`config.mk`:
```
export PLATFORM = sky130hd
export DESIGN_NAME = uvm_monitor
export DESIGN_NICKNAME = d
export VERILOG_FILES = /design/src/rtl/uvm_pkg_lv.sv /design/src/rtl/uvm_monitor.sv /design/src/rtl/uvm_sync.sv
export SDC_FILE = /design/constraint.sdc
export NUM_CORES = 1
export LEC_CHECK = 0
export BUFFER_PORTS_ARGS = -buffer_cell sky130_fd_sc_hd__buf_2
export CAP_MARGIN = 10
export CORE_MARGIN = 5
export CORE_UTILIZATION = 43
export CTS_BUF_LIST = sky130_fd_sc_hd__clkbuf_4
export CTS_CLUSTER_SIZE = 20
export DETAILED_ROUTE_END_ITERATION = 8
export HOLD_SLACK_MARGIN = 0.05
export PLACE_DENSITY_LB_ADDON = 0.1
export SKIP_LAST_GASP = 1
export SLEW_MARGIN = 30
export SYNTH_ARGS = -nofsm -noshare
export SYNTH_HDL_FRONTEND = slang
export SYNTH_SLANG_ARGS = --single-unit
export TNS_END_PERCENT = 1
```
`constraint.sdc`:
```
create_clock -name clk_sys_i -period 2.63 [get_ports clk_sys_i]
set_input_delay 0.263 -clock clk_sys_i [delete_from_list [all_inputs] [get_ports clk_sys_i]]
set_output_delay 0.263 -clock clk_sys_i [all_outputs]
set_load 0.1 [all_outputs]
```
`src/rtl/uvm_pkg_lv.sv`:
```
// constants, types and register map of the undervoltage monitor
//
// Overview of operation
// RL1 - monitor is active straight out of any reset, no software enable needed
// RL2 - monitoring runs only while the power configuration bit is zero
// RL3 - system reset after nine consecutive cpu cycles at or below falling trip, if enabled
// RL4 - reset-enable bit is active low; one suppresses resets for polling
// RL5 - held reset releases after a single cpu cycle above rising trip level
// RL6 - external active-low reset pin driven low during undervoltage reset
// RL7 - status flag comes from comparator outputs, not the reset machine
// RL8 - flag clear below 32 reference cycles low, set beyond 40 cycles
// RL9 - flag cleared above rising trip, held between the two trip levels
// RL10 - flag is read-only, writes ignored, cleared by any reset
// RL11 - monitor itself never raises an interrupt request
// RL12 - monitor keeps running in wait state while power bit is zero
// RL13 - filtered reset may occur in wait mode and ends wait
// RL14 - both filter counts restart from zero when the low report drops
package uvm_pkg;

  // register byte offsets
  localparam logic [11:0] UVM_OFS_STATUS = 12'h000;
  localparam logic [11:0] UVM_OFS_CONFIG = 12'h004;
  localparam logic [11:0] UVM_OFS_IRQ_ST = 12'h008;
  localparam logic [11:0] UVM_OFS_IRQ_MK = 12'h00C;

  // field positions
  localparam int UVM_BIT_FLAG     = 7;
  localparam int UVM_BIT_PWR_LOW  = 0;
  localparam int UVM_BIT_RST_LOW  = 1;
  localparam int UVM_BIT_EV_RESET = 0;
  localparam int UVM_BIT_EV_FLAG  = 1;

  // reset values
  localparam logic [1:0] UVM_CONFIG_RST = 2'h0;
  localparam logic [1:0] UVM_MASK_RST   = 2'h0;

  // filter lengths
  localparam int UVM_RST_FILTER_CYC  = 9;
  localparam int UVM_FLAG_FILTER_CYC = 36;
  localparam int UVM_FLAG_MIN_CYC    = 32;
  localparam int UVM_FLAG_MAX_CYC    = 40;

  // reset machine states, idle and hold
  typedef enum logic [1:0] {
    UVM_ST_IDLE = 2'h0,
    UVM_ST_HOLD = 2'h1
  } uvm_state_t;

  // comparator decisions
  typedef struct packed {
    logic below_fall;
    logic above_rise;
  } uvm_cmp_t;

endpackage : uvm_pkg

```
`src/rtl/uvm_monitor.sv`:
```
// undervoltage monitor: filters, reset generation and apb registers
`timescale 1ns/10ps
`default_nettype none
module uvm_monitor #(
  parameter int RST_FILTER  = uvm_pkg::UVM_RST_FILTER_CYC,  // cpu cycles
  parameter int FLAG_FILTER = uvm_pkg::UVM_FLAG_FILTER_CYC  // reference cycles
) (
  input  wire logic        clk_sys_i,        // cpu clock
  input  wire logic        rst_n_i,          // async reset, active low
  input  wire logic        below_fall_i,     // comparator: at/below falling trip
  input  wire logic        above_rise_i,     // comparator: above rising trip
  input  wire logic        ref_clk_i,        // oscillator reference clock pin
  input  wire logic        wait_mode_i,      // cpu in low-power wait
  input  wire logic        psel_i,           // apb select
  input  wire logic        penable_i,        // apb enable
  input  wire logic        pwrite_i,         // apb direction
  input  wire logic [11:0] paddr_i,          // apb address
  input  wire logic [31:0] pwdata_i,         // apb write data
  output logic      [31:0] prdata_o,         // apb read data
  output logic             pready_o,         // apb ready
  output logic             pslverr_o,        // apb error
  output logic             sys_reset_o,      // system reset request
  output logic             ext_reset_n_o,    // external reset pin, low active
  output logic             wake_o,           // wake from wait pulse
  output logic             comparator_on_o,  // analog comparator power
  output logic             irq_o             // summary event interrupt
);

  ////////////////////////////////////////////////////////////////////////////
  // elaboration checks
  initial begin
    if (RST_FILTER < 1 || RST_FILTER > 255) begin
      $error("reset filter out of range");
    end
    if (FLAG_FILTER < uvm_pkg::UVM_FLAG_MIN_CYC || FLAG_FILTER > uvm_pkg::UVM_FLAG_MAX_CYC) begin
      $error("flag filter outside permitted window");
    end
  end

  localparam logic [7:0] RST_LAST  = 8'(RST_FILTER - 1);
  localparam logic [7:0] FLAG_LAST = 8'(FLAG_FILTER - 1);

  ////////////////////////////////////////////////////////////////////////////
  // synchronised pins
  logic [2:0]        pins_s;
  uvm_pkg::uvm_cmp_t cmp;

  uvm_sync #(
    .WIDTH (3)
  ) u_sync (
    .clk_sys_i (clk_sys_i),
    .rst_n_i   (rst_n_i),
    .async_i   ({ref_clk_i, above_rise_i, below_fall_i}),
    .sync_o    (pins_s)
  );

  assign cmp.below_fall = pins_s[0];
  assign cmp.above_rise = pins_s[1];

  ////////////////////////////////////////////////////////////////////////////
  // state
  typedef struct packed {
    uvm_pkg::uvm_state_t st;
    logic [7:0]          rst_cnt;
    logic [7:0]          flag_cnt;
    logic                ref_d;
    logic                flag;
    logic                pwr_low;
    logic                rst_low;
    logic [1:0]          ev;
    logic [1:0]          mask;
    logic [31:0]         rdata;
    logic                ready;
    logic                err;
    logic                sys_rst;
    logic                ext_n;
    logic                wake;
    logic                cmp_on;
    logic                irq;
  } uvm_regs_t;

  uvm_regs_t q_r;
  uvm_regs_t q_nxt;

  // write-one-to-clear helper
  function automatic logic [1:0] w1c(input logic [1:0] cur, input logic [1:0] set,
                                     input logic [1:0] clr);
    w1c = (cur & ~clr) | set;
  endfunction : w1c

  // decoded access phase
  logic acc;
  logic wr;
  logic rd;
  logic monitor_on;
  logic ref_edge;
  logic rst_fire;
  logic flag_rise;
  logic hit;

  assign acc        = psel_i && penable_i && !q_r.ready;
  // writes land at the completing edge, when the master sees ready high
  assign wr         = psel_i && penable_i && pwrite_i && q_r.ready;
  assign rd         = acc && !pwrite_i;
  // RL2 active low power
  assign monitor_on = !q_r.pwr_low;
  assign ref_edge   = pins_s[2] && !q_r.ref_d;
  assign hit        = paddr_i == uvm_pkg::UVM_OFS_STATUS || paddr_i == uvm_pkg::UVM_OFS_CONFIG
                   || paddr_i == uvm_pkg::UVM_OFS_IRQ_ST || paddr_i == uvm_pkg::UVM_OFS_IRQ_MK;

  ////////////////////////////////////////////////////////////////////////////
  // next-state logic
  always_comb begin
    q_nxt       = q_r;
    q_nxt.ready = 1'b0;
    q_nxt.err   = 1'b0;
    q_nxt.wake  = 1'b0;
    q_nxt.ref_d = pins_s[2];
    rst_fire    = 1'b0;
    flag_rise   = 1'b0;

    // reset filter; wait mode does not gate it
    // RL12 runs in wait
    case (q_r.st)
      uvm_pkg::UVM_ST_IDLE: begin
        // RL14 restart on release
        if (!monitor_on || !cmp.below_fall) begin
          q_nxt.rst_cnt = '0;
        // RL3 nine cycle filter
        end else if (q_r.rst_cnt >= RST_LAST) begin
          q_nxt.rst_cnt = '0;
          // RL4 active low enable
          if (!q_r.rst_low) begin
            q_nxt.st  = uvm_pkg::UVM_ST_HOLD;
            rst_fire  = 1'b1;
            // RL13 wake from wait
            q_nxt.wake = wait_mode_i;
          end
        end else begin
          q_nxt.rst_cnt = q_r.rst_cnt + 8'h01;
        end
      end
      uvm_pkg::UVM_ST_HOLD: begin
        // RL5 one cycle release
        if (cmp.above_rise) begin
          q_nxt.st = uvm_pkg::UVM_ST_IDLE;
        end
      end
      default: begin
        q_nxt.st = uvm_pkg::UVM_ST_IDLE;
      end
    endcase

    // RL7 flag from comparator
    if (!monitor_on) begin
      q_nxt.flag_cnt = '0;
    // RL9 clear above rise
    end else if (cmp.above_rise) begin
      q_nxt.flag     = 1'b0;
      q_nxt.flag_cnt = '0;
    // RL14 restart flag count
    end else if (!cmp.below_fall) begin
      q_nxt.flag_cnt = '0;
    // RL8 reference cycle filter
    end else if (ref_edge) begin
      if (q_r.flag_cnt >= FLAG_LAST) begin
        flag_rise  = !q_r.flag;
        q_nxt.flag = 1'b1;
      end else begin
        q_nxt.flag_cnt = q_r.flag_cnt + 8'h01;
      end
    end

    // register writes; RL10 status read-only
    if (wr && paddr_i == uvm_pkg::UVM_OFS_CONFIG) begin
      q_nxt.pwr_low = pwdata_i[uvm_pkg::UVM_BIT_PWR_LOW];
      q_nxt.rst_low = pwdata_i[uvm_pkg::UVM_BIT_RST_LOW];
    end
    if (wr && paddr_i == uvm_pkg::UVM_OFS_IRQ_MK) begin
      q_nxt.mask = pwdata_i[1:0];
    end
    // event bits: set beats clear
    q_nxt.ev = w1c(q_r.ev, {flag_rise, rst_fire},
                   (wr && paddr_i == uvm_pkg::UVM_OFS_IRQ_ST) ? pwdata_i[1:0] : 2'h0);

    // read data
    if (acc) begin
      q_nxt.ready = 1'b1;
      q_nxt.err   = !hit;
      q_nxt.rdata = '0;
      if (rd) begin
        case (paddr_i)
          uvm_pkg::UVM_OFS_STATUS: q_nxt.rdata[uvm_pkg::UVM_BIT_FLAG] = q_r.flag;
          uvm_pkg::UVM_OFS_CONFIG: q_nxt.rdata[1:0] = {q_r.rst_low, q_r.pwr_low};
          uvm_pkg::UVM_OFS_IRQ_ST: q_nxt.rdata[1:0] = q_r.ev;
          uvm_pkg::UVM_OFS_IRQ_MK: q_nxt.rdata[1:0] = q_r.mask;
          default:                 q_nxt.rdata = '0;
        endcase
      end
    end

    // RL6 external pin low
    q_nxt.sys_rst = q_nxt.st == uvm_pkg::UVM_ST_HOLD;
    q_nxt.ext_n   = q_nxt.st != uvm_pkg::UVM_ST_HOLD;
    // RL12 comparator stays powered in wait
    q_nxt.cmp_on  = !q_nxt.pwr_low;
    // RL11 only the wrapper summary, not the monitor
    q_nxt.irq     = |(q_nxt.ev & q_nxt.mask);
  end

  ////////////////////////////////////////////////////////////////////////////
  // state register
  // RL1 enabled out of reset
  always_ff @(posedge clk_sys_i or negedge rst_n_i) begin
    if (!rst_n_i) begin
      q_r         <= '0;
      q_r.st      <= uvm_pkg::UVM_ST_IDLE;
      q_r.pwr_low <= uvm_pkg::UVM_CONFIG_RST[uvm_pkg::UVM_BIT_PWR_LOW];
      q_r.rst_low <= uvm_pkg::UVM_CONFIG_RST[uvm_pkg::UVM_BIT_RST_LOW];
      q_r.mask    <= uvm_pkg::UVM_MASK_RST;
      q_r.ext_n   <= 1'b1;
      q_r.cmp_on  <= 1'b1;
    end else begin
      q_r <= q_nxt;
    end
  end

  // outputs straight from flops
  assign prdata_o        = q_r.rdata;
  assign pready_o        = q_r.ready;
  assign pslverr_o       = q_r.err;
  assign sys_reset_o     = q_r.sys_rst;
  assign ext_reset_n_o   = q_r.ext_n;
  assign wake_o          = q_r.wake;
  assign comparator_on_o = q_r.cmp_on;
  assign irq_o           = q_r.irq;

endmodule : uvm_monitor
`default_nettype wire

```
`src/rtl/uvm_sync.sv`:
```
// two-flop synchroniser for the comparator and reference clock pins
`timescale 1ns/10ps
`default_nettype none
module uvm_sync #(
  parameter int WIDTH = 3
) (
  input  wire logic             clk_sys_i, // system clock
  input  wire logic             rst_n_i,   // async reset, active low
  input  wire logic [WIDTH-1:0] async_i,   // raw inputs
  output logic      [WIDTH-1:0] sync_o     // synchronised inputs
);

  logic [WIDTH-1:0] meta_r;

  // first stage is read only by the second
  always_ff @(posedge clk_sys_i or negedge rst_n_i) begin
    if (!rst_n_i) begin
      meta_r <= '0;
      sync_o <= '0;
    end else begin
      meta_r <= async_i;
      sync_o <= meta_r;
    end
  end

endmodule : uvm_sync
`default_nettype wire
```
==> results <==
- The maximum clock insertion buffer count is 2.
- After synthesis, the cell types taking the most area are sky130_fd_sc_hd__dfrtp_1 (51%), sky130_fd_sc_hd__buf_4 (12%), sky130_fd_sc_hd__nor2_1 (4.4%).
- The cell sitting at the root of the clock tree is a sky130_fd_sc_hd__clkbuf_4.
- Setup repair after global routing left no endpoint under its margin.
- The pin count of the biggest net entering global routing is 43.
- The kind of capture point of the worst setup path is a register.
- The share of power burned in registers is 0.540.
- The floorplan step defined a die boundary enclosing 6050 sq um.
- The net count of the finished layout is 276.
- Of the total synthesized cell area, the portion taken by full adders, half adders and majority gates is 0.0190.
- Max-cap violations in this run came to 0.
- At the later pin of the worst-skew pair, clock insertion delay measures 0.34 ns.
- The ratio of final minimum period to clock period is 0.854.
- Summed over all cells, the static leakage comes to 1.12 nW.
- The mux contribution to synthesized area is 0.0387.
- The via count of the first global-routing pass is 1,411.
- The clock tree from TritonCTS is yes.
- The maximum clock skew at final layout is 0.00348 ns.
- The total global routing overflow is 0.
- Using the TritonRoute via totals, the vias-per-cell ratio works out to 4.87.
- In this run the core area contains 24 standard-cell rows.
- For this block, the routed nets add up to 3640 um of wire.
- By startpoint and endpoint, the worst setup path is classified as reg2reg.
- The cell area after layout is 2160 sq um.
- The switching power as a share of total power is 0.364.
- For this design the top-level I/O count stands at 92.
- The largest area contributor in the netlist is sky130_fd_sc_hd__dfrtp_1.
- The actual transition at the worst max-transition pin is 0.571 ns.
- Once detailed placement completed, the half-perimeter wirelength came to 2730 um.
- At the worst endpoint, the arrival time is 2.49 ns.
- The core footprint is 4410 sq um.
- The final hold violation count is 0.
- Input and output buffers added on the ports amount to 32.
- From synthesis to final layout, the design area changed by 9.44%.
- The clock-pin slew on the worst setup and hold paths is 0.12 ns.
- STA puts the critical path data required time at 2.87 ns.
- Walking the worst path, the cells encountered are ha_1 > or4_4 > a2111oi_4 > nand4_1 > xor2_1 > nor2_1.
- The number of register bits inferred by synthesis is 42.
- The timing-limited maximum frequency is 445 MHz.
- In the final layout, the share of cells above drive strength 1 is 0.235.
- For this run, the number of Yosys warnings is 0.
- The first TritonRoute pass finished after 4 iterations.
- The share of the synthesized area in compound gates (AO/OA/AOI/OAI) is 0.0824.
- Subtracting the final worst setup slack from the clock period gives 2.25 ns.
- For this run, the slowest stage of the critical path takes 0.57 ns.
- Summing every instance area after synthesis gives 1970 sq um.
- The share of total power dissipated in the clock network is 0.242.
- For this configuration, the core starts out at a cell density of 0.447.
- The cell count after synthesis came out at 181.
- STA classifies the critical path startpoint as a register.
- Setup violations remaining at the end of the flow were counted as 0.
- The largest family of logic cells by synthesized area is simple AND/OR/NAND/NOR gates.
- The first routing iteration left 45 violations.
- Each instance of the synthesized netlist takes up on average 10.9 sq um.
- After filler insertion, the fill cell instance count of the layout stands at 429.
- Post-CTS repair changed the size of 0 cells.
- The global router's overall resource usage is 0.126.
- Counting the buffers created by CTS gives 5.
- The worst-case IR drop observed on VDD is 0.000282 V.
- The distinct cell type count after synthesis is 35.
- 0 antenna diodes ended up in the layout.
- The via count of the routed design is 1,329.
- The initial antenna violation count is 0.
- The global-route wire length before repair is 6270 um.
- The die width is 77.8 um.
- In the final timing run, aggregate negative setup slack is 0 ns.
- CTS saw 42 sinks.
- After detailed routing, the number of remaining DRC violations is 0.
- In the final routed layout, each cell accounts on average for 13.3 um.
- The part of the total power dissipated in combinational logic is 0.218.
- In this run the worst path has a maximum fanout of 6.
- The run finished with clean final reports.
- The area share of the largest cell type after synthesis is 0.507.
- Power spread over the standard cell area amounts to 577 nW/um^2.
- The relative slew slack is 0.616.
- The parity-gate share of the synthesized area counting xor and xnor cells is 0.0222.
- Measured along the y axis, the die boundary spans 77.8 um.
- The detail route stage leaves a number of antenna-violating nets equal to 0.
- The internal power contribution is 793 uW.
- The final max-slew violation count came to 0.
- For this design, the slowest cell found on the critical path is sky130_fd_sc_hd__or4_4.
- Summed over all nets, the switching power comes to 454 uW.
- The post-place instance area is 2060 sq um.
- The simple-gate share of the synthesized area is 0.165.
- The class of the tightest hold or removal check is in2reg.
- The H-tree depth is 2.
- The weighted congestion at the end of routability-driven global placement is 0.815.
- For this run, the register share of the synthesized area comes to 0.534.
[cell usage after synthesis]
cell type                    n
sky130_fd_sc_hd__nor3b_1     1
sky130_fd_sc_hd__and2_1      4
sky130_fd_sc_hd__a22oi_1     2
sky130_fd_sc_hd__nor3_1      2
sky130_fd_sc_hd__dfstp_2     2
sky130_fd_sc_hd__clkbuf_1    1
sky130_fd_sc_hd__or4_1       1
sky130_fd_sc_hd__or2_2       4
sky130_fd_sc_hd__a41oi_1     3
sky130_fd_sc_hd__ha_1        3
sky130_fd_sc_hd__conb_1      1
sky130_fd_sc_hd__xor2_1      4
sky130_fd_sc_hd__buf_4      32
sky130_fd_sc_hd__a22o_1      2
sky130_fd_sc_hd__or4_4       1
sky130_fd_sc_hd__o41ai_1     3
sky130_fd_sc_hd__nand4_1     5
sky130_fd_sc_hd__o21ai_0     4
sky130_fd_sc_hd__and3_1      5
sky130_fd_sc_hd__nand3b_1    1
sky130_fd_sc_hd__nor2_1     23
sky130_fd_sc_hd__a211oi_1    1
sky130_fd_sc_hd__mux2i_1     2
sky130_fd_sc_hd__mux2_2      5
sky130_fd_sc_hd__nand3_1     3
sky130_fd_sc_hd__xnor2_1     1
sky130_fd_sc_hd__and4_1      2
sky130_fd_sc_hd__dfrtp_1    40
sky130_fd_sc_hd__nand2b_1    1
sky130_fd_sc_hd__a21o_1      1
sky130_fd_sc_hd__nor4_1      3
sky130_fd_sc_hd__inv_1       7
sky130_fd_sc_hd__nand2_1     7
sky130_fd_sc_hd__a21oi_1     3
sky130_fd_sc_hd__a2111oi_4   1
[critical path: cells and delay by family (launching register included)]
family                   cells  cell delay [ns]
AO/OA/AOI/OAI                1             0.54
flip-flops                   1             0.42
adder cells (fa/ha/maj)      1             0.24
AND/OR/NAND/NOR              3             0.80
XOR/XNOR                     1             0.16
[layout make-up]
class	count	area (sq um)	share of cell area
repair buffers	36	203	0.0938
clock buffers	5	37.5	0.0174
multi-input cells	128	759	0.351
inverters	7	26.3	0.0122
well taps	52	65.1	0.0301
flip-flops and latches	42	1050	0.488
clock inverters	3	16.3	0.00753
[final timing paths]
path	startpoint	slack, ns	cells past startpoint	endpoint
worst max-delay path	q_r[47]$_DFFE_PN0P_	0.38	6	q_r[51]$_DFFE_PN0P_
worst min-delay path	pwdata_i[0]	0.12	2	comparator_on_o$_DFF_PN1_
worst max register to register	q_r[47]$_DFFE_PN0P_	0.38	6	q_r[51]$_DFFE_PN0P_
worst min register to register	u_sync.meta_r[2]$_DFF_PN0_	0.36	0	u_sync.sync_o[2]$_DFF_PN0_
max in group asynchronous	rst_n_i	1.83	2	ext_reset_n_o$_DFF_PN1_
min in group asynchronous	rst_n_i	0.44	2	prdata_o[0]$_DFFE_PN0P_
[sequential cells by signal, indices dropped and copies added, names as in the netlist, 3 cells and up]
| name | cells |
|---|---|
| u_sync.sync_o | 3 |
| prdata_o | 3 |
| q_r | 26 |
| u_sync.meta_r | 3 |
[power by group through the flow]
stage / clock network [mW] / registers [mW] / logic [mW]
2_1_floorplan: 0 / 0.696 / 0.245
3_3_place_gp: 0 / 0.685 / 0.263
3_5_place_dp: 0 / 0.686 / 0.266
4_1_cts: 0.325 / 0.674 / 0.269
5_1_grt: 0.352 / 0.676 / 0.287
6_report: 0.302 / 0.674 / 0.271
[routing by layer]
| metal | wire, um | part of all wire | GRT usage | up-vias |
|---|---|---|---|---|
| met5 | 0 | 0 | 0 | - |
| met4 | 74 | 0.020 | 0.0550 | 0 |
| met3 | 360 | 0.099 | 0.0521 | 8 |
| met2 | 1740 | 0.48 | 0.208 | 55 |
| met1 | 1460 | 0.40 | 0.143 | 629 |
| li1 | - | - | - | 637 |
[per-stage QoR]
stage                     hold WS, ns  cells  power [mW]  worst slack (ns)   util
after detailed placement        0.338    261       0.952             0.393  0.468
after CTS                      0.0507    272        1.27             0.378  0.487
final                           0.120    273        1.25             0.385  0.490
after global routing            0.107    273        1.32             0.240  0.490
after global placement          0.334    261       0.948             0.427  0.468
after floorplan               -0.0326    210       0.941             0.427      -
[cell usage in the layout (no fill, tap or decap), types with 2 or more instances in the layout]
cell type and instances:
sky130_fd_sc_hd__nand4_1 5, sky130_fd_sc_hd__a21oi_1 3, sky130_fd_sc_hd__dlygate4sd3_1 4, sky130_fd_sc_hd__nand2_1 7, sky130_fd_sc_hd__and3_1 5, sky130_fd_sc_hd__and2_1 4
sky130_fd_sc_hd__and4_1 2, sky130_fd_sc_hd__nand3_1 3, sky130_fd_sc_hd__or2_2 4, sky130_fd_sc_hd__buf_2 31, sky130_fd_sc_hd__o41ai_1 3, sky130_fd_sc_hd__xor2_1 4
sky130_fd_sc_hd__a22oi_1 2, sky130_fd_sc_hd__nor4_1 3, sky130_fd_sc_hd__mux2i_1 2, sky130_fd_sc_hd__a41oi_1 3, sky130_fd_sc_hd__ha_1 3, sky130_fd_sc_hd__dfstp_2 2
sky130_fd_sc_hd__o21ai_0 4, sky130_fd_sc_hd__dfrtp_1 40, sky130_fd_sc_hd__clkbuf_4 5, sky130_fd_sc_hd__a22o_1 2, sky130_fd_sc_hd__conb_1 30, sky130_fd_sc_hd__mux2_2 5
sky130_fd_sc_hd__inv_1 7, sky130_fd_sc_hd__nor2_1 23, sky130_fd_sc_hd__nor3_1 2
[logic make-up after synthesis]
logic type	count (synthesis)
xor gates and xnor gates	5
other	1
buffers and inverters	40
muxes	7
adders and majority gates	3
AOI/OAI and AO/OA	20
and+or+nand+nor	63
DFF	42
[what timing repair did]
| item | in CTS | in global routing |
|---|---|---|
| hold endpoints to repair | 3 | 40 |
| buffers inserted | 0 | 0 |
| hold buffers | 3 | 1 |
Note: power is estimated with default switching activity, not from simulation.
